==> config.mk <==
export PLATFORM = sky130hd
export DESIGN_NAME = usf_framer
export DESIGN_NICKNAME = d
export VERILOG_FILES = /design/src/logic/usf_pkg.sv /design/src/logic/usf_framer.sv
export SDC_FILE = /design/constraint.sdc
export NUM_CORES = 1
export LEC_CHECK = 0
export BUFFER_PORTS_ARGS = -buffer_cell sky130_fd_sc_hd__buf_4
export CAP_MARGIN = 20
export CORE_UTILIZATION = 61
export CTS_CLUSTER_DIAMETER = 60
export DETAILED_ROUTE_END_ITERATION = 8
export HOLD_SLACK_MARGIN = 0.1
export PLACE_DENSITY = 0.86
export SYNTH_ARGS = -nofsm -noshare
export SYNTH_HDL_FRONTEND = slang
export SYNTH_SLANG_ARGS = --single-unit
==> constraint.sdc <==
create_clock -name aclk -period 4.4 [get_ports aclk]
set_input_delay 0.22 -clock aclk [delete_from_list [all_inputs] [get_ports aclk]]
set_output_delay 0.22 -clock aclk [all_outputs]
set_load 0.005 [all_outputs]
==> src/logic/usf_pkg.sv <==
// Shared constants and types for the sample frame framer.
package usf_pkg;
	// ==========================================================
	// Frame geometry
	// ==========================================================
	localparam logic [8:0] POS_LAST = 9'h1FF; // Last byte of a 512-byte frame.
	localparam logic [8:0] POS_SEL = 9'h003; // Selector byte position.
	localparam logic [8:0] POS_PAY1 = 9'h004; // First payload byte position.
	localparam logic [8:0] POS_DATA = 9'h008; // First sample group byte.
	localparam logic [7:0] SYNC_HI = 8'h80; // First sync byte.
	localparam logic [7:0] SYNC_LO = 8'h00; // Second and third sync bytes.
	localparam logic [2:0] SUB_LAST = 3'h7; // Last byte of an 8-byte group.
	// ==========================================================
	// Selector byte
	// ==========================================================
	localparam logic [5:0] SEL_STATUS = 6'h00; // Downstream: carries converter speed.
	localparam logic [5:0] SEL_POWER = 6'h01; // Forward and reflected power.
	localparam logic [5:0] SEL_FREQ = 6'h03; // Measured frequency in hertz.
	localparam int SEL_KEY_BIT = 0; // Push-to-talk or dot key.
	localparam int SEL_DASH_BIT = 1; // Dash key.
	// ==========================================================
	// Register map on the AXI4-Lite slave
	// ==========================================================
	localparam logic [7:0] REG_CTRL = 8'h00; // Control, read and write.
	localparam logic [7:0] REG_STATUS = 8'h04; // Link state, read only.
	localparam logic [7:0] REG_UP_FRAMES = 8'h08; // Upstream frames sent.
	localparam logic [7:0] REG_DN_FRAMES = 8'h0C; // Downstream frames accepted.
	localparam logic [7:0] REG_SYNC_LOSS = 8'h10; // Times lock was lost.
	localparam logic [1:0] CTRL_RESET = 2'h3; // Upstream on, rotation on.
	localparam int CTRL_UPEN_BIT = 0; // Upstream frame generation enable.
	localparam int CTRL_ROT_BIT = 1; // Rotate power and frequency status.
	localparam logic [1:0] RATE_RESET = 2'h0; // Converter speed after reset.
	localparam logic [1:0] RESP_OKAY = 2'h0; // AXI OKAY response.
	localparam logic [1:0] RESP_SLVERR = 2'h2; // AXI SLVERR response.
	// ==========================================================
	// Types
	// ==========================================================
	typedef enum logic [1:0] {
		USF_HUNT = 2'b00,
		USF_CHECK = 2'b01,
		USF_LOCKED = 2'b10
	} usf_lock_t;
	typedef struct packed {
		logic [23:0] i;
		logic [23:0] q;
		logic [15:0] mic;
	} usf_up_smp_t;
	typedef struct packed {
		logic [15:0] left;
		logic [15:0] right;
		logic [15:0] tx_i;
		logic [15:0] tx_q;
	} usf_dn_smp_t;
endpackage

==> src/logic/usf_framer.sv <==
// Upstream frame builder, downstream frame parser and AXI4-Lite registers.
// Functional notes
// RQ1 - Frames are exactly 512 bytes both ways.
// RQ2 - Frames open with 0x80, 0x00, 0x00.
// RQ3 - Lock only after sync recurs 512 bytes later.
// RQ4 - Key state every frame, status rotates.
// RQ5 - Control bytes never mimic the sync.
// RQ6 - Upstream: 63 groups of I, Q, mic.
// RQ7 - Upstream samples go most significant byte first.
// RQ8 - Receiver samples 24 bits, rate 48/96/192k.
// RQ9 - Microphone samples 16 bits at 48k.
// RQ10 - Selector bit0 key/dot, bit1 dash.
// RQ11 - Selector bits 7-2 give payload meaning.
// RQ12 - Code 1: forward then reflected power.
// RQ13 - Code 3: 32-bit frequency, MSB first.
// RQ14 - Host sends receive audio and transmit audio.
// RQ15 - Downstream groups: left, right, I, Q.
// RQ16 - Downstream samples arrive high byte first.
// RQ17 - Downstream header: sync then five commands.
// RQ18 - Downstream selector bit0 requests transmit.
// RQ19 - Code 0: first payload bits 1-0 speed.
// RQ20 - Missing sync at boundary drops lock.
// RQ21 - Undefined payload bytes are sent as zero.
//
// The implementer's own choices: the address map and the AXI4-Lite interface to the registers.
module usf_framer (
	input wire logic aclk,
	input wire logic aresetn,
	input wire logic [7:0] s_axi_awaddr,
	input wire logic s_axi_awvalid,
	output logic s_axi_awready,
	input wire logic [31:0] s_axi_wdata,
	input wire logic [3:0] s_axi_wstrb,
	input wire logic s_axi_wvalid,
	output logic s_axi_wready,
	output logic [1:0] s_axi_bresp,
	output logic s_axi_bvalid,
	input wire logic s_axi_bready,
	input wire logic [7:0] s_axi_araddr,
	input wire logic s_axi_arvalid,
	output logic s_axi_arready,
	output logic [31:0] s_axi_rdata,
	output logic [1:0] s_axi_rresp,
	output logic s_axi_rvalid,
	input wire logic s_axi_rready,
	input wire usf_pkg::usf_up_smp_t smp_in,
	input wire logic smp_valid,
	output logic smp_ready,
	input wire logic ptt_in,
	input wire logic dash_in,
	input wire logic [15:0] fwd_pwr,
	input wire logic [15:0] rev_pwr,
	input wire logic [31:0] freq_hz,
	output logic [7:0] up_tdata,
	output logic up_tvalid,
	input wire logic up_tready,
	input wire logic [7:0] dn_tdata,
	input wire logic dn_tvalid,
	output logic dn_tready,
	output usf_pkg::usf_dn_smp_t dn_audio,
	output logic dn_audio_valid,
	output logic mox,
	output logic [1:0] adc_rate,
	output logic frame_lock
);
	// ==========================================================
	// Functions
	// ==========================================================
	// Breaks any 80 00 00 run among the payload bytes by nudging the 0x80 to 0x7F.
	// The selector byte can never be 0x80 since codes 1 and 3 are the only ones sent.
	function automatic logic [31:0] usf_nosync(input logic [31:0] p);
		logic [31:0] r;
		r = p;
		if (r[31:8] == {usf_pkg::SYNC_HI, usf_pkg::SYNC_LO, usf_pkg::SYNC_LO}) begin
			r[31:24] = r[31:24] - 8'h01;
		end
		if (r[23:0] == {usf_pkg::SYNC_HI, usf_pkg::SYNC_LO, usf_pkg::SYNC_LO}) begin
			r[23:16] = r[23:16] - 8'h01;
		end
		return r;
	endfunction
	// True for addresses that the register file decodes.
	function automatic logic usf_mapped(input logic [7:0] a);
		return (a == usf_pkg::REG_CTRL) || (a == usf_pkg::REG_STATUS) ||
			(a == usf_pkg::REG_UP_FRAMES) || (a == usf_pkg::REG_DN_FRAMES) ||
			(a == usf_pkg::REG_SYNC_LOSS);
	endfunction
	// ==========================================================
	// Register file state
	// ==========================================================
	logic [1:0] ctrl; // Upstream enable and status rotation.
	logic [31:0] up_frames; // Upstream frames completed.
	logic [31:0] dn_frames; // Downstream frames accepted under lock.
	logic [31:0] sync_loss; // Lock losses.
	logic aw_hold; // Write address captured.
	logic w_hold; // Write data captured.
	logic [7:0] aw_addr;
	logic [31:0] w_data;
	logic [3:0] w_strb;
	// Writes complete only when both halves are held and no response is pending.
	wire do_write = aw_hold && w_hold && !s_axi_bvalid;
	wire ar_take = s_axi_arvalid && s_axi_arready;
	wire [31:0] status_word = {28'h0000000, adc_rate, mox, frame_lock};
	wire [31:0] rd_mux = (s_axi_araddr == usf_pkg::REG_CTRL) ? {30'h00000000, ctrl} :
		(s_axi_araddr == usf_pkg::REG_STATUS) ? status_word :
		(s_axi_araddr == usf_pkg::REG_UP_FRAMES) ? up_frames :
		(s_axi_araddr == usf_pkg::REG_DN_FRAMES) ? dn_frames :
		(s_axi_araddr == usf_pkg::REG_SYNC_LOSS) ? sync_loss : 32'h00000000;
	assign s_axi_awready = !aw_hold;
	assign s_axi_wready = !w_hold;
	assign s_axi_arready = !s_axi_rvalid;
	// Write channel: address and data are taken in either order.
	always_ff @(posedge aclk) begin
		if (!aresetn) begin
			aw_hold <= 1'b0;
			w_hold <= 1'b0;
			aw_addr <= 8'h00;
			w_data <= 32'h00000000;
			w_strb <= 4'h0;
			s_axi_bvalid <= 1'b0;
			s_axi_bresp <= usf_pkg::RESP_OKAY;
			ctrl <= usf_pkg::CTRL_RESET;
		end else begin
			if (s_axi_awvalid && !aw_hold) begin
				aw_hold <= 1'b1;
				aw_addr <= s_axi_awaddr;
			end
			if (s_axi_wvalid && !w_hold) begin
				w_hold <= 1'b1;
				w_data <= s_axi_wdata;
				w_strb <= s_axi_wstrb;
			end
			if (do_write) begin
				aw_hold <= 1'b0;
				w_hold <= 1'b0;
				s_axi_bvalid <= 1'b1;
				// Read-only registers accept and ignore writes; holes answer SLVERR.
				s_axi_bresp <= usf_mapped(aw_addr) ? usf_pkg::RESP_OKAY : usf_pkg::RESP_SLVERR;
				if (aw_addr == usf_pkg::REG_CTRL && w_strb[0]) begin
					ctrl <= w_data[1:0];
				end
			end else if (s_axi_bready) begin
				s_axi_bvalid <= 1'b0;
			end
		end
	end
	// Read channel: one cycle from address to data.
	always_ff @(posedge aclk) begin
		if (!aresetn) begin
			s_axi_rvalid <= 1'b0;
			s_axi_rdata <= 32'h00000000;
			s_axi_rresp <= usf_pkg::RESP_OKAY;
		end else if (ar_take) begin
			s_axi_rvalid <= 1'b1;
			s_axi_rdata <= rd_mux;
			s_axi_rresp <= usf_mapped(s_axi_araddr) ? usf_pkg::RESP_OKAY : usf_pkg::RESP_SLVERR;
		end else if (s_axi_rready) begin
			s_axi_rvalid <= 1'b0;
		end
	end
	// ==========================================================
	// Upstream frame builder
	// ==========================================================
	logic [8:0] up_pos; // Position of the next byte to load.
	logic [39:0] hdr; // Selector and four payload bytes for this frame.
	logic phase; // Rotation phase: 0 power, 1 frequency.
	logic have_smp; // A sample group is held.
	usf_pkg::usf_up_smp_t smp_q; // Held sample group.
	wire up_in_data = (up_pos >= usf_pkg::POS_DATA);
	wire [2:0] up_sub = up_pos[2:0];
	// A frame only starts when enabled; once started it always runs to 512 bytes.
	wire up_go = (up_pos != 9'h000) || ctrl[usf_pkg::CTRL_UPEN_BIT]; // RQ1
	wire up_avail = !up_in_data || have_smp;
	wire up_load = up_go && up_avail && (!up_tvalid || up_tready);
	// Status rotates between power and frequency; key bits ride in every frame.
	wire [5:0] next_code = (ctrl[usf_pkg::CTRL_ROT_BIT] && phase) ? usf_pkg::SEL_FREQ :
		usf_pkg::SEL_POWER; // RQ4 RQ11
	wire [31:0] raw_pay = (next_code == usf_pkg::SEL_POWER) ? {fwd_pwr, rev_pwr} : // RQ12
		(next_code == usf_pkg::SEL_FREQ) ? freq_hz : 32'h00000000; // RQ13 RQ21
	wire [39:0] next_hdr = {next_code, dash_in, ptt_in, usf_nosync(raw_pay)}; // RQ10 RQ5
	// Group bytes: I, Q, then mic, each most significant byte first.
	wire [63:0] grp = smp_q; // RQ6 RQ8 RQ9
	wire [7:0] grp_byte = grp[8'd63 - {up_sub, 3'b000} -: 8]; // RQ7
	wire [7:0] hdr_byte = hdr[8'd39 - {up_pos[2:0] - 3'h3, 3'b000} -: 8];
	wire [7:0] sync_byte = (up_pos == 9'h000) ? usf_pkg::SYNC_HI : usf_pkg::SYNC_LO; // RQ2
	wire [7:0] next_byte = up_in_data ? grp_byte :
		(up_pos < usf_pkg::POS_SEL) ? sync_byte : hdr_byte;
	assign smp_ready = !have_smp;
	// Output register stage: byte and valid come from flip-flops.
	always_ff @(posedge aclk) begin
		if (!aresetn) begin
			up_pos <= 9'h000;
			up_tdata <= 8'h00;
			up_tvalid <= 1'b0;
			hdr <= 40'h0000000000;
			phase <= 1'b0;
			up_frames <= 32'h00000000;
		end else if (up_load) begin
			up_tdata <= next_byte;
			up_tvalid <= 1'b1;
			up_pos <= (up_pos == usf_pkg::POS_LAST) ? 9'h000 : up_pos + 9'h001; // RQ1
			if (up_pos == 9'h000) begin
				hdr <= next_hdr;
				phase <= !phase;
			end
			if (up_pos == usf_pkg::POS_LAST) begin
				up_frames <= up_frames + 32'h00000001;
			end
		end else if (up_tready) begin
			up_tvalid <= 1'b0;
		end
	end
	// Sample group holder; released once its last byte is loaded.
	always_ff @(posedge aclk) begin
		if (!aresetn) begin
			have_smp <= 1'b0;
			smp_q <= '0;
		end else if (smp_valid && smp_ready) begin
			have_smp <= 1'b1;
			smp_q <= smp_in;
		end else if (up_load && up_in_data && up_sub == usf_pkg::SUB_LAST) begin
			have_smp <= 1'b0; // RQ6
		end
	end
	// ==========================================================
	// Downstream frame parser
	// ==========================================================
	usf_pkg::usf_lock_t lock_st; // Sync search state.
	logic [8:0] dn_pos; // Position of the incoming byte.
	logic [15:0] dn_hist; // Two previous bytes for the sync search.
	logic [55:0] dn_acc; // Partial audio group.
	logic [5:0] dn_code; // Selector code of the current frame.
	wire [7:0] exp_sync = (dn_pos == 9'h000) ? usf_pkg::SYNC_HI : usf_pkg::SYNC_LO;
	wire sync_seen = {dn_hist, dn_tdata} ==
		{usf_pkg::SYNC_HI, usf_pkg::SYNC_LO, usf_pkg::SYNC_LO};
	wire at_sync = (dn_pos < usf_pkg::POS_SEL);
	wire sync_bad = at_sync && (dn_tdata != exp_sync);
	wire locked = (lock_st == usf_pkg::USF_LOCKED);
	assign dn_tready = 1'b1;
	assign frame_lock = locked;
	// Lock needs two syncs 512 bytes apart; one miss at a boundary drops it.
	always_ff @(posedge aclk) begin
		if (!aresetn) begin
			lock_st <= usf_pkg::USF_HUNT;
			dn_pos <= 9'h000;
			dn_hist <= 16'h0000;
			sync_loss <= 32'h00000000;
			dn_frames <= 32'h00000000;
		end else if (dn_tvalid) begin
			dn_hist <= {dn_hist[7:0], dn_tdata};
			dn_pos <= (dn_pos == usf_pkg::POS_LAST) ? 9'h000 : dn_pos + 9'h001;
			case (lock_st)
				usf_pkg::USF_HUNT: begin
					if (sync_seen) begin
						lock_st <= usf_pkg::USF_CHECK;
					end
					dn_pos <= usf_pkg::POS_SEL;
				end
				usf_pkg::USF_CHECK: begin
					if (sync_bad) begin
						lock_st <= usf_pkg::USF_HUNT; // RQ20
					end else if (dn_pos == 9'h002) begin
						lock_st <= usf_pkg::USF_LOCKED; // RQ3
					end
				end
				usf_pkg::USF_LOCKED: begin
					if (sync_bad) begin
						lock_st <= usf_pkg::USF_HUNT; // RQ20
						sync_loss <= sync_loss + 32'h00000001;
					end
					if (dn_pos == usf_pkg::POS_LAST) begin
						dn_frames <= dn_frames + 32'h00000001;
					end
				end
				default: begin
					lock_st <= usf_pkg::USF_HUNT;
				end
			endcase
		end
	end
	// Commands and audio are used only from frames that arrive under lock.
	always_ff @(posedge aclk) begin
		if (!aresetn) begin
			mox <= 1'b0;
			adc_rate <= usf_pkg::RATE_RESET;
			dn_code <= 6'h00;
			dn_acc <= 56'h00000000000000;
			dn_audio <= '0;
			dn_audio_valid <= 1'b0;
		end else begin
			dn_audio_valid <= 1'b0;
			if (dn_tvalid && locked) begin
				if (dn_pos == usf_pkg::POS_SEL) begin
					mox <= dn_tdata[usf_pkg::SEL_KEY_BIT]; // RQ17 RQ18
					dn_code <= dn_tdata[7:2];
				end
				if (dn_pos == usf_pkg::POS_PAY1 && dn_code == usf_pkg::SEL_STATUS) begin
					adc_rate <= dn_tdata[1:0]; // RQ19
				end
				if (dn_pos >= usf_pkg::POS_DATA) begin
					dn_acc <= {dn_acc[47:0], dn_tdata}; // RQ16
					if (dn_pos[2:0] == usf_pkg::SUB_LAST) begin
						dn_audio <= {dn_acc, dn_tdata}; // RQ14 RQ15
						dn_audio_valid <= 1'b1;
					end
				end
			end
		end
	end
	// ==========================================================
	// Assertions
	// ==========================================================
	property p_frame_wrap;
		@(posedge aclk) disable iff (!aresetn)
		(up_load && up_pos == usf_pkg::POS_LAST) |=> (up_pos == 9'h000);
	endproperty
	a_frame_wrap: assert property (p_frame_wrap) else $error("frame did not wrap"); // RQ1
	property p_sync_head;
		@(posedge aclk) disable iff (!aresetn)
		(up_load && up_pos == 9'h000) |=> (up_tdata == usf_pkg::SYNC_HI)
			##0 (up_pos == 9'h001);
	endproperty
	a_sync_head: assert property (p_sync_head) else $error("bad first sync byte"); // RQ2
	property p_lock_pos;
		@(posedge aclk) disable iff (!aresetn)
		$rose(frame_lock) |-> (dn_pos == usf_pkg::POS_SEL) && $past(lock_st) == usf_pkg::USF_CHECK;
	endproperty
	a_lock_pos: assert property (p_lock_pos) else $error("lock not at boundary"); // RQ3
	property p_key_bit;
		@(posedge aclk) disable iff (!aresetn)
		(up_load && up_pos == 9'h000) |=> (hdr[32] == $past(ptt_in)) && (hdr[33] == $past(dash_in));
	endproperty
	a_key_bit: assert property (p_key_bit) else $error("key bits wrong"); // RQ10
	property p_code_legal;
		@(posedge aclk) disable iff (!aresetn)
		(up_pos > usf_pkg::POS_SEL) |-> (hdr[39:34] == usf_pkg::SEL_POWER) ||
			(hdr[39:34] == usf_pkg::SEL_FREQ);
	endproperty
	a_code_legal: assert property (p_code_legal) else $error("bad selector code"); // RQ11
	property p_nosync;
		@(posedge aclk) disable iff (!aresetn)
		hdr[31:8] != 24'h800000 && hdr[23:0] != 24'h800000;
	endproperty
	a_nosync: assert property (p_nosync) else $error("header mimics sync"); // RQ5
	property p_msb_first;
		@(posedge aclk) disable iff (!aresetn)
		(up_load && up_in_data && up_sub == 3'h0) |=> (up_tdata == smp_q.i[23:16]);
	endproperty
	a_msb_first: assert property (p_msb_first) else $error("I high byte not first"); // RQ7
	property p_loss;
		@(posedge aclk) disable iff (!aresetn)
		(locked && dn_tvalid && sync_bad) |=> (lock_st == usf_pkg::USF_HUNT) && !frame_lock;
	endproperty
	a_loss: assert property (p_loss) else $error("lock kept after bad sync"); // RQ20
	property p_rate;
		@(posedge aclk) disable iff (!aresetn)
		(locked && dn_tvalid && dn_pos == usf_pkg::POS_PAY1 && dn_code == usf_pkg::SEL_STATUS)
			|=> (adc_rate == $past(dn_tdata[1:0]));
	endproperty
	a_rate: assert property (p_rate) else $error("speed not applied"); // RQ19
	c_lock: cover property (@(posedge aclk) disable iff (!aresetn) $rose(frame_lock));
	c_up_frame: cover property (@(posedge aclk) disable iff (!aresetn)
		up_load && up_pos == usf_pkg::POS_LAST);
	c_audio: cover property (@(posedge aclk) disable iff (!aresetn) dn_audio_valid);
	c_loss: cover property (@(posedge aclk) disable iff (!aresetn) $fell(frame_lock));
endmodule // usf_framer

==> results.md <==
- Outcome: completed
- Synthesized instance count: 2249
- Area Growth Syn to Fin: 28.0%
- Port bufs: 284
- Inserted Clock Buffers: 44
- Adder-cell share of the synthesized area: 0.00942
- Count of cell types in the netlist: 64
- I/O pin cnt: 321
- Nets: 2802
- Worst Reg-to-Reg Cells: 9
- Post-synthesis mux area share: 0.0874
- Critical Path RT: 4.84 ns
- Total Wirelength: 57300 um
- Setup TNS: 0 ns
- CTS max path bufs: 3
- Max Transition Viols Final: 0
- Post-synth EDFFs: 0
- R2R setup slack: 0.88 ns
- Pwr Density: 381 mW/mm^2
- Post-Place Worst Slack: 1.17 ns
- CTS sink count: 424
- Sequential area share after synthesis: 0.457
- TritonCTS clock tree: built
- Antenna violations before repair: 2
- Placed instance area: 0.0208 mm^2
- Clock transition at path regs: 0.06 ns
- Post-CTS Hold Buffers: 145
- Yosys top cell area share: 0.457
- Die height: 177 um
- Initial DRC Count: 2011
- Vias after detailed routing: 18510
- Final worst path period need: 3.52 ns
- Clk root buf: clkbuf_16
- Mapped Avg Cell Area: 8.27 um^2
- Max_cap viols: 0
- Post-CTS Resized: 0
- Max Fclk: 284 MHz
- Worst vdd ir: 0.284 mV
- GPL Wtd Cong: 0.903
- Filler cell count: 1783
- Most frequent cells after synthesis: 504 x nand2_1, 424 x dfxtp_1, 263 x a21oi_1, 185 x nor2_1, 117 x clkbuf_1
- CP max FO: 7
- CP startpoint: ctrl[1]$_SDFFE_PN1P_
- GRT overflow: 0
- Post-CTS setup buffer count: 0
- Min-Delay Startpoint: dn_tvalid
- Flops & latches, synth: 424
- Share of cells above drive strength 1: 0.159
- Worst hold path type: input pin to flop
- Max-Slew Margin vs Limit: 0.294
- Complex-gate fraction of the synthesized area: 0.135
- Final WS setup: 0.885 ns
- Crit. End Element: flop
- Clock Latency Late Sink: 0.56 ns
- Die X: 177 um
- Die ar.: 0.0312 mm^2
- Reg-to-reg critical path endpoint: hdr[31]$_SDFFE_PN0P_
- Via density: 6.14
- Synth area leaders: dfxtp_1 46%, nand2_1 10%, a21oi_1 7.1%
- Total GRT Usage: 0.355
- Count leader, synth: nand2_1
- Final instance area: 0.0238 mm^2
- Vias in the first global route: 17547
- Startpoint Class: flop
- Post-synth top area cell: dfxtp_1
- Core Box Area: 0.0298 mm^2
- Worst-Margin Slew: 1.06 ns
- Clk_skew: 0.0210 ns
- Post-Synth Simple-Gate Area: 0.242
- Largest family of logic cells by synthesized area: simple AND/OR/NAND/NOR gates
- Xor and xnor area share after synthesis: 0.0297
- Period Utilization, post-route: 0.799
- Drt first pass iters: 8
- DP HPWL: 34100 um
- ANT nets after route: 0
- Mapped cell area: 0.0186 mm^2
- DR DRC count: 0
- Wire length per cell: 19.0 um
- CTS HTree Levels: 2
- Fin. Hold Viols: 0
- Critical path class: flop to flop
- Lkg Pwr: 9.22 nW
- Unrepaired setup endpoints after global routing: no
- Crit path to: hdr[31]$_SDFFE_PN0P_
- Top FF cell, synth: dfxtp_1
- Critical Path AT: 3.95 ns
- Asr flop ratio synth: 0
- Largest net degree at the start of global routing: 157
- Initial Util: 0.624
- R2R Path Start: ctrl[1]$_SDFFE_PN1P_
- Final setup violation count: 0
- First-pass GRT wire length: 89300 um
- Yosys warnings: 0
- Row count: 63
## metrics by stage
step           instances  utilization  hold slack, ns  power (mW)
2_1_floorplan       2250            -           0.319        4.68
3_3_place_gp        2785        0.698           0.408        4.99
3_5_place_dp        2785        0.698           0.414        5.01
4_1_cts             3011        0.797           0.105        8.98
5_1_grt             3013        0.799           0.128        9.31
6_report            3014        0.799           0.117        9.06
## layout by cell type, fill, tap and decap left out, drive strengths merged, types with 14 or more instances in the layout
| master | n |
|---|---|
| dlygate4sd3 | 145 |
| a21oi | 263 |
| mux2i | 105 |
| or4 | 25 |
| nand4 | 38 |
| nor2 | 185 |
| clkbuf | 66 |
| nand2b | 25 |
| xnor2 | 47 |
| inv | 29 |
| buf | 304 |
| mux4 | 24 |
| o21ai | 89 |
| nor3 | 32 |
| and4 | 14 |
| o31ai | 14 |
| nand3 | 53 |
| nand2 | 504 |
| xor2 | 16 |
| a311oi | 16 |
| ha | 14 |
| nor4 | 36 |
| dfxtp | 424 |
## metal layers
metal | vias up | GRT usage | share of wire
met5 | - | 0 | 0.00024
met4 | 2 | 0.200 | 0.055
li1 | 8485 | - | -
met3 | 238 | 0.0721 | 0.089
met1 | 8697 | 0.438 | 0.39
met2 | 1088 | 0.578 | 0.47
## critical path, stage by stage (launching register included)
cell      delay [ns]
dfxtp_1         0.60
nand2_1         0.23
mux2_2          0.35
inv_1           0.11
ha_1            0.20
nor4b_1         0.29
nand4_1         0.23
a221oi_1        0.79
o211ai_1        0.33
a32o_1          0.29
## state kept, by name, summed over array words and instances (netlist names), 8 cells and up
signal,count
aw_addr,8
dn_acc,56
dn_audio,64
dn_frames,32
dn_hist,16
dn_pos,9
grp,64
hdr,36
s_axi_rdata,32
sync_loss,32
up_frames,32
up_pos,9
up_tdata,8
## final cells by class
cell class	count	area, um^2	share of cell area
Multi-Input combinational cell	1642	9420	0.396
Sequential cell	424	8490	0.357
Timing Repair Buffer	449	3770	0.158
Clock buffer	66	1280	0.0539
Tap cell	390	488	0.0205
Clock inverter	15	233	0.00978
Inverter	27	109	0.00457
Antenna cell	1	2.50	0.000105
## how the worst min path moves through the flow
stage,depth (start not counted),end
finish,2,dn_pos[0]$_SDFFE_PN0P_
global route,2,dn_pos[0]$_SDFFE_PN0P_
CTS,4,hdr[16]$_SDFFE_PN0P_
detailed placement,2,s_axi_rvalid$_SDFFE_PN0P_
global placement,2,s_axi_rvalid$_SDFFE_PN0P_
floorplan,1,s_axi_rvalid$_SDFFE_PN0P_
## power by group
group | switching (mW) | internal, mW | leakage [nW]
logic | 0.577 | 0.508 | 5.03
registers | 0.100 | 3.98 | 3.45
clock network | 1.57 | 2.32 | 0.744
## logic make-up after synthesis
group	count (synthesis)
buf+inv	184
mux	132
fa+ha+maj	14
compound gates	447
flops	424
xor+xnor	63
other cells	2
simple gates	983
Note: power is estimated with default switching activity, not from simulation.
